==> config.mk <==
export PLATFORM = sky130hd
export DESIGN_NAME = sdwp_smbus_dac_write_port
export DESIGN_NICKNAME = d
export VERILOG_FILES = /design/src/sdwp_pkg.sv /design/src/sdwp_sync.sv /design/src/sdwp_bus_detect.sv /design/src/sdwp_smbus_dac_write_port.sv
export SDC_FILE = /design/constraint.sdc
export NUM_CORES = 1
export LEC_CHECK = 0
export ABC_CLOCK_PERIOD_IN_PS = 2000
export BUFFER_PORTS_ARGS = -buffer_cell sky130_fd_sc_hd__buf_2
export CAP_MARGIN = 10
export CELL_PAD_IN_SITES_DETAIL_PLACEMENT = 0
export CELL_PAD_IN_SITES_GLOBAL_PLACEMENT = 1
export CORE_MARGIN = 4
export CORE_UTILIZATION = 40
export DETAILED_ROUTE_END_ITERATION = 7
export PLACE_DENSITY_LB_ADDON = 0.25
export SYNTH_ARGS = -nofsm -noshare
export SYNTH_HDL_FRONTEND = slang
export SYNTH_HIERARCHICAL = 1
export SYNTH_SLANG_ARGS = --single-unit
==> constraint.sdc <==
create_clock -name core_clk -period 2 [get_ports core_clk]
set_input_delay 0.2 -clock core_clk [delete_from_list [all_inputs] [get_ports core_clk]]
set_output_delay 0.2 -clock core_clk [all_outputs]
set_load 0.005 [all_outputs]
==> src/sdwp_pkg.sv <==
// Package of constants and types for the SMBus DAC write port
package sdwp_pkg;

  localparam logic [4:0] ADDR_FIXED = 5'h0b;
  localparam int ADDR_BITS = 7;
  localparam int CODE_BITS = 10;
  localparam int BYTE_BITS = 8;
  localparam int ACK_SLOT = 8;
  localparam int CMD_POWER_DOWN_REQUEST_BIT = 7;
  localparam int CMD_HI_MSB = 1;
  localparam logic [9:0] CODE_MID = 10'h200;
  localparam logic [9:0] CODE_ZERO = 10'h000;
  localparam logic [3:0] BIT_LAST = 4'h7;
  localparam logic [3:0] BIT_ACK = 4'h8;
  // Straps read through two reset-high flops are real from the third edge
  localparam logic [1:0] INIT_LOAD = 2'h2;
  localparam logic [1:0] INIT_END = 2'h3;

  typedef enum logic [2:0] {
    SDWP_IDLE,
    SDWP_ADDR,
    SDWP_CMD,
    SDWP_DATA,
    SDWP_IGNORE
  } sdwp_state_e;

  // Edge and condition events seen on the sampled bus
  typedef struct packed {
    logic scl_rise;
    logic scl_fall;
    logic start;
    logic stop;
    logic sda;
  } sdwp_bus_ev_s;

endpackage

==> src/sdwp_sync.sv <==
// Two-flop synchroniser for one asynchronous input
`timescale 1ns/10ps
module sdwp_sync (
  input wire logic core_clk,
  input wire logic rst_b,
  input wire logic async_in,
  output logic sync_out
);

  logic meta;
  logic next_meta;
  logic next_sync_out;

  always_comb begin
    next_meta = async_in;
    next_sync_out = meta;
  end

  // Resets high to match an idle, pulled-up bus
  always_ff @(posedge core_clk or negedge rst_b) begin
    if (!rst_b) begin
      meta <= 1'b1;
      sync_out <= 1'b1;
    end else begin
      meta <= next_meta;
      sync_out <= next_sync_out;
    end
  end

endmodule

==> src/sdwp_bus_detect.sv <==
// Edge, START and STOP detector for the synchronised bus lines
`timescale 1ns/10ps
module sdwp_bus_detect (
  input wire logic core_clk,
  input wire logic rst_b,
  input wire logic scl_s,
  input wire logic sda_s,
  output sdwp_pkg::sdwp_bus_ev_s ev
);

  logic scl_d;
  logic sda_d;
  logic next_scl_d;
  logic next_sda_d;

  always_comb begin
    next_scl_d = scl_s;
    next_sda_d = sda_s;
    ev.scl_rise = scl_s & ~scl_d;
    ev.scl_fall = ~scl_s & scl_d;
    ev.start = scl_s & scl_d & sda_d & ~sda_s;
    ev.stop = scl_s & scl_d & ~sda_d & sda_s;
    ev.sda = sda_s;
  end

  always_ff @(posedge core_clk or negedge rst_b) begin
    if (!rst_b) begin
      scl_d <= 1'b1;
      sda_d <= 1'b1;
    end else begin
      scl_d <= next_scl_d;
      sda_d <= next_sda_d;
    end
  end

endmodule

==> src/sdwp_smbus_dac_write_port.sv <==
// SMBus receive-only slave and DAC hold register, top level
`timescale 1ns/10ps
module sdwp_smbus_dac_write_port (
  input wire logic core_clk,
  input wire logic rst_b,
  input wire logic scl,
  input wire logic sda_in,
  output logic sda_out,
  output logic sda_oe,
  input wire logic power_down_request_b,
  input wire logic addr_strap_upper,
  input wire logic addr_strap_lower,
  output logic [9:0] dac_code,
  output logic dac_shutdown
);

  //////////////////////////////////////////////////////////////////////////
  // Input synchronisers and bus events

  logic scl_s;
  logic sda_s;
  logic pd_b_s;
  logic strap_hi_s;
  logic strap_lo_s;
  sdwp_pkg::sdwp_bus_ev_s ev;

  sdwp_sync u_sync_scl (
    .core_clk(core_clk),
    .rst_b(rst_b),
    .async_in(scl),
    .sync_out(scl_s)
  );
  sdwp_sync u_sync_sda (
    .core_clk(core_clk),
    .rst_b(rst_b),
    .async_in(sda_in),
    .sync_out(sda_s)
  );
  sdwp_sync u_sync_pd (
    .core_clk(core_clk),
    .rst_b(rst_b),
    .async_in(power_down_request_b),
    .sync_out(pd_b_s)
  );
  sdwp_sync u_sync_ahi (
    .core_clk(core_clk),
    .rst_b(rst_b),
    .async_in(addr_strap_upper),
    .sync_out(strap_hi_s)
  );
  sdwp_sync u_sync_alo (
    .core_clk(core_clk),
    .rst_b(rst_b),
    .async_in(addr_strap_lower),
    .sync_out(strap_lo_s)
  );

  sdwp_bus_detect u_detect (
    .core_clk(core_clk),
    .rst_b(rst_b),
    .scl_s(scl_s),
    .sda_s(sda_s),
    .ev(ev)
  );

  //////////////////////////////////////////////////////////////////////////
  // Protocol state

  sdwp_pkg::sdwp_state_e state;
  sdwp_pkg::sdwp_state_e next_state;
  logic [3:0] bit_cnt;
  logic [3:0] next_bit_cnt;
  logic [7:0] shift;
  logic [7:0] next_shift;
  logic ack;
  logic next_ack;
  logic [6:0] own_addr;
  logic stage_power_down_request;
  logic next_stage_power_down_request;
  logic [1:0] stage_hi;
  logic [1:0] next_stage_hi;
  logic cmd_power_down_request;
  logic next_cmd_power_down_request;
  logic [9:0] next_dac_code;
  logic [1:0] init_cnt;
  logic [1:0] next_init_cnt;

  // fixed upper bits
  // Low bits follow the strap table, not the plain strap levels
  assign own_addr = {sdwp_pkg::ADDR_FIXED, strap_hi_s ^ strap_lo_s,
                     ~strap_hi_s};

  always_comb begin
    next_state = state;
    next_bit_cnt = bit_cnt;
    next_shift = shift;
    next_ack = ack;
    next_stage_power_down_request = stage_power_down_request;
    next_stage_hi = stage_hi;
    next_cmd_power_down_request = cmd_power_down_request;
    next_dac_code = dac_code;
    next_init_cnt = init_cnt;
    if (init_cnt != sdwp_pkg::INIT_END) begin
      next_init_cnt = init_cnt + 2'h1;
    end
    // Straps are caught once the synchronisers hold the real pin levels
    // midscale power-up code when both straps are high, else zero
    if (init_cnt == sdwp_pkg::INIT_LOAD) begin
      if (strap_hi_s && strap_lo_s) begin
        next_dac_code = sdwp_pkg::CODE_MID;
      end else begin
        next_dac_code = sdwp_pkg::CODE_ZERO;
      end
    end
    if (ev.stop) begin
      next_state = sdwp_pkg::SDWP_IDLE;
      next_ack = 1'b0;
      next_bit_cnt = 4'h0;
    end else if (ev.start) begin
      next_state = sdwp_pkg::SDWP_ADDR;
      next_ack = 1'b0;
      next_bit_cnt = 4'h0;
    end else if (state != sdwp_pkg::SDWP_IDLE &&
                 state != sdwp_pkg::SDWP_IGNORE) begin
      if (ev.scl_rise && bit_cnt <= sdwp_pkg::BIT_LAST) begin
        next_shift = {shift[6:0], ev.sda};
        next_bit_cnt = bit_cnt + 4'h1;
      end
      // Counting rises keeps the fall that ends a START out of the count
      if (ev.scl_fall && bit_cnt == sdwp_pkg::BIT_ACK) begin
        if (!ack) begin
          case (state)
            sdwp_pkg::SDWP_ADDR: begin
              if (shift[7:1] == own_addr && !shift[0]) begin
                next_ack = 1'b1;
              end else begin
                next_state = sdwp_pkg::SDWP_IGNORE;
              end
            end
            sdwp_pkg::SDWP_CMD: next_ack = 1'b1;
            sdwp_pkg::SDWP_DATA: next_ack = 1'b1;
            default: next_ack = 1'b0;
          endcase
        end else begin
          next_ack = 1'b0;
          next_bit_cnt = 4'h0;
          case (state)
            sdwp_pkg::SDWP_ADDR: next_state = sdwp_pkg::SDWP_CMD;
            sdwp_pkg::SDWP_CMD: begin
              next_stage_power_down_request = shift[sdwp_pkg::CMD_POWER_DOWN_REQUEST_BIT];
              next_stage_hi = shift[sdwp_pkg::CMD_HI_MSB:0];
              next_state = sdwp_pkg::SDWP_DATA;
            end
            sdwp_pkg::SDWP_DATA: begin
              next_dac_code = {stage_hi, shift};
              next_cmd_power_down_request = stage_power_down_request;
              // Further bytes are not part of Write Byte, so drop them
              next_state = sdwp_pkg::SDWP_IGNORE;
            end
            default: next_state = sdwp_pkg::SDWP_IGNORE;
          endcase
        end
      end
    end
  end

  always_ff @(posedge core_clk or negedge rst_b) begin
    if (!rst_b) begin
      state <= sdwp_pkg::SDWP_IDLE;
      bit_cnt <= 4'h0;
      shift <= 8'h00;
      ack <= 1'b0;
      stage_power_down_request <= 1'b0;
      stage_hi <= 2'h0;
      cmd_power_down_request <= 1'b0;
      dac_code <= 10'h000;
      init_cnt <= 2'h0;
    end else begin
      state <= next_state;
      bit_cnt <= next_bit_cnt;
      shift <= next_shift;
      ack <= next_ack;
      stage_power_down_request <= next_stage_power_down_request;
      stage_hi <= next_stage_hi;
      cmd_power_down_request <= next_cmd_power_down_request;
      dac_code <= next_dac_code;
      init_cnt <= next_init_cnt;
    end
  end

  //////////////////////////////////////////////////////////////////////////
  // Outputs

  assign sda_out = 1'b0;
  assign sda_oe = ack;

  assign dac_shutdown = cmd_power_down_request | ~pd_b_s;

endmodule

==> results by group <==
Status
  • Outcome: completed

Routing
  • DR vias: 1195
  • Routed len/inst: between 10 and 15 um
  • 1st-pass router iterations: 4
  • DR vias/cell: about 4.7
  • Antenna Nets Post-Route: 0
  • Initial DRC count: slightly below 60
  • Residual DRC: 0
  • Routed wire length: about 3300 um

Clock tree
  • Post-CTS Setup Inserts: 0
  • Clock root cell: clkbuf_8
  • TritonCTS clock tree: done
  • # H-tree levels: 2
  • Inserted Clock Buffers: 5
  • Clock buffer depth: 2
  • Clk sink count: between 40 and 50
  • Worst skew pair latency: just under 300 ps
  • Clk slew on worst S/H paths: 80 ps

Placement
  • GPL Wtd Cong: between 0.8 and 0.9
  • Port buffer count: 18
  • Hpwl dp: ~2300 um
  • Placed cell count: roughly 240

STA
  • Final slew viol count: 0
  • Period utilisation layout: between 90% and 100%
  • RSZ-0062 raised after global routing: no
  • Worst-Margin Slew: 823.7 ps
  • Layout Skew: just over 8 ps
  • Rel. slew slack: between 40% and 50%
  • Setup TNS: 0 ps
  • Setup Viol. Count Final: 0
  • Fin. Hold Viols: 0
  • Peak Freq: around 530 MHz
  • Fin crit period: 1880 ps

Cells and area
  • Proportion of layout cells with a drive suffix above 1: between 30% and 40%
  • Post-Layout Cell Count: around 250
  • Fin util: 47.52%
  • Nets: 196
  • Layout area overhead: 14.71%
  • Number of antenna diodes: 0

Global routing
  • Initial antenna violation count: 0
  • First-pass GRT wire length: a little under 6000 um
  • Grt total ovfl: 0
  • Tot GR Track Use: approximately 12%
  • Largest net degree at the start of global routing: 38
  • Vias in the first global route: between 1000 and 1500

Worst setup path
  • Crit path DAT: approximately 2100 ps
  • CP endpoint kind: flop
  • CP required: 2170 ps
  • Crit path max-delay family: flip-flops
  • Crit-path cells: ha_1 -> xor2_1 -> nor4_4 -> o31ai_4 -> mux2_4
  • Crit Path Class: flop to flop
  • CP Buf/Inv Count: 0
  • Critical Path Max Stage Delay: approximately 560 ps
  • Critical path peak fanout: 3
  • Slowest cell on the critical path: dfstp_2
  • CP startpoint kind: flop

Pwr
  • Combinational share of power: under 10%
  • Static leakage: 1.083 nW
  • Worst vdd ir: approximately 0.38 mV
  • Sw Pwr: slightly below 0.4 mW
  • Flop pwr share: between 50% and 60%
  • Tot Pwr: about 1.6 mW
  • Clock power frac: between 30% and 40%
  • Fraction of power spent switching nets: a little under a quarter
  • Pwr dens: 727.7 nW/um2
  • Internal: roughly 1.2 mW

Synth
  • Yosys Warn Count: 6
  • Syn nets: ~170
  • Cell count after synthesis: 157
  • Ys async rst share: 100.0%
  • Number of synthesized flops with an enable pin: 0
  • Post-synthesis cell area: between 1500 and 2000 um2
  • Register bit total from synthesis: 44
  • Post-synth cell types: 44
  • Avg Inst Size Synth: between 10 and 15 um2
  • Register area share after synthesis: a little under three fifths
  • Leading post-synthesis cells by cell area: dfrtp_1 41%, dfstp_2 16%, mux2_2 6.3%, nand2_1 4.4%, nand3b_1 3.8%
  • Yosys top cell by area: dfrtp_1
  • Main synth FF type: dfrtp_1
  • Post-synth top area share: about two fifths

Die
  • Initial Util: 41.43%
  • IO Count: 20
  • Die Span Y: between 70 and 80 um
  • Core ar.: around 4700 um2
  • Num rows: 25
  • Chip width: approximately 78 um
  • Die area: 6075 um2

Flow run
  • Max_cap viols: 0

Worst hold path
  • Min-Delay Path Class: primary input to asynchronous set/reset pin
## final timing paths
path / endpoint / slack, ps / start / cells past startpoint
max: state[0] / 120 / u_sync_ahi/sync_out / 5
min: dac_code[8] / 3 / rst_b / 1
max reg2reg: state[0] / 120 / u_sync_ahi/sync_out / 5
min reg2reg: u_sync_alo/sync_out / 360 / u_sync_alo/meta / 0
max in group asynchronous: u_detect/scl_d / 1320 / rst_b / 2
min in group core_clk: u_sync_alo/sync_out / 360 / u_sync_alo/meta / 0
## flip-flops by register name (all words and copies together) (netlist names), 2 cells and up
name      cells
dac_code     10
shift         8
bit_cnt       4
state         3
init_cnt      2
stage_hi      2
## repair_timing
action | in CTS | in global routing
resized for setup | 1 | 1
cloned | 0 | 0
endpoints found under the hold margin | 3 | 2
setup endpoints to repair | 8 | 9
hold buffers | 3 | 2
pin swaps | 0 | 0
## cell families (layout without fill, tap and decap cells)
logic type	count (synthesis)	in the layout	synth area share (%)
DFF	44	44	57.03
AOI/OAI and AO/OA	13	13	5.435
other	1	1	0.1916
buffers and inverters	11	39	3.324
adders and majority gates	5	5	3.197
muxes	14	14	8.120
and+or+nand+nor	63	63	20.01
xor gates and xnor gates	6	6	2.685
## layer usage
layer,GRT usage [%],vias up,share of wire (%)
met5,0,-,0
met4,4.895,0,0.94
met3,3.016,4,3.7
met2,19.26,18,46
met1,16.78,583,49
li1,-,590,-
## worst reg2reg max path: stages, from the launching register on
cell     delay, ps
dfstp_2        560
ha_1           240
xor2_1         260
nor4_4         100
o31ai_4        290
mux2_4         330
## layout by cell type, fill, tap and decap left out, types with 2 or more instances in the layout
| cell type | synthesis | routed |
|---|---|---|
| dfrtp_1 | 32 | 32 |
| nand2_1 | 23 | 23 |
| buf_2 | 1 | 18 |
| dfstp_2 | 12 | 12 |
| mux2_2 | 11 | 11 |
| nand3b_1 | 10 | 10 |
| nor2_1 | 8 | 8 |
| inv_1 | 5 | 5 |
| ha_1 | 5 | 5 |
| clkbuf_8 | 0 | 5 |
| dlygate4sd3_1 | 0 | 5 |
| a21oi_1 | 4 | 4 |
| xnor2_1 | 4 | 4 |
| and4b_1 | 3 | 3 |
| buf_4 | 2 | 3 |
| nand4_1 | 2 | 2 |
| mux2i_1 | 2 | 2 |
| nor2b_1 | 2 | 2 |
| xor2_1 | 2 | 2 |
| clkbuf_1 | 1 | 2 |
## synthesized netlist by cell type, types with 2 or more instances
library cell / n
dfstp_2: 12
nor2_1: 8
nand3b_1: 10
nand2_1: 23
and3b_1: 2
xor2_1: 2
ha_1: 5
dfrtp_1: 32
buf_4: 2
mux2_2: 11
xnor2_1: 4
nand4_1: 2
nor2b_1: 2
a21oi_1: 4
mux2i_1: 2
and4b_1: 3
inv_1: 5
buf_6: 2
## through the flow
step	cell area, um2	hold slack, ps	setup WS (ps)
4_1_cts	2220	0.2074	62.55
3_5_place_dp	2107	306.2	-6.284
2_1_floorplan	1957	-95.59	258.8
6_report	2245	2.829	120.2
3_3_place_gp	2107	304.8	47.45
5_1_grt	2245	65.73	73.85
## power by group through the flow
stage,Sequential [mW],Clock (mW),Combinational (mW)
4_1_cts,0.977,0.546,0.135
6_report,0.977,0.521,0.136
2_1_floorplan,0.979,0,0.0971
5_1_grt,0.984,0.595,0.154
3_3_place_gp,0.992,0,0.124
3_5_place_dp,0.993,0,0.130
## layout make-up
cell class,count,area (um2)
clock buffers,7,76.32
inverters,5,18.77
flip-flops and latches,44,1116
fillers,431,2479
multi-input cells,102,782.0
repair buffers,26,162.7
clock inverters,1,5.005
well taps,67,83.83
Note: power is estimated with default switching activity, not from simulation.
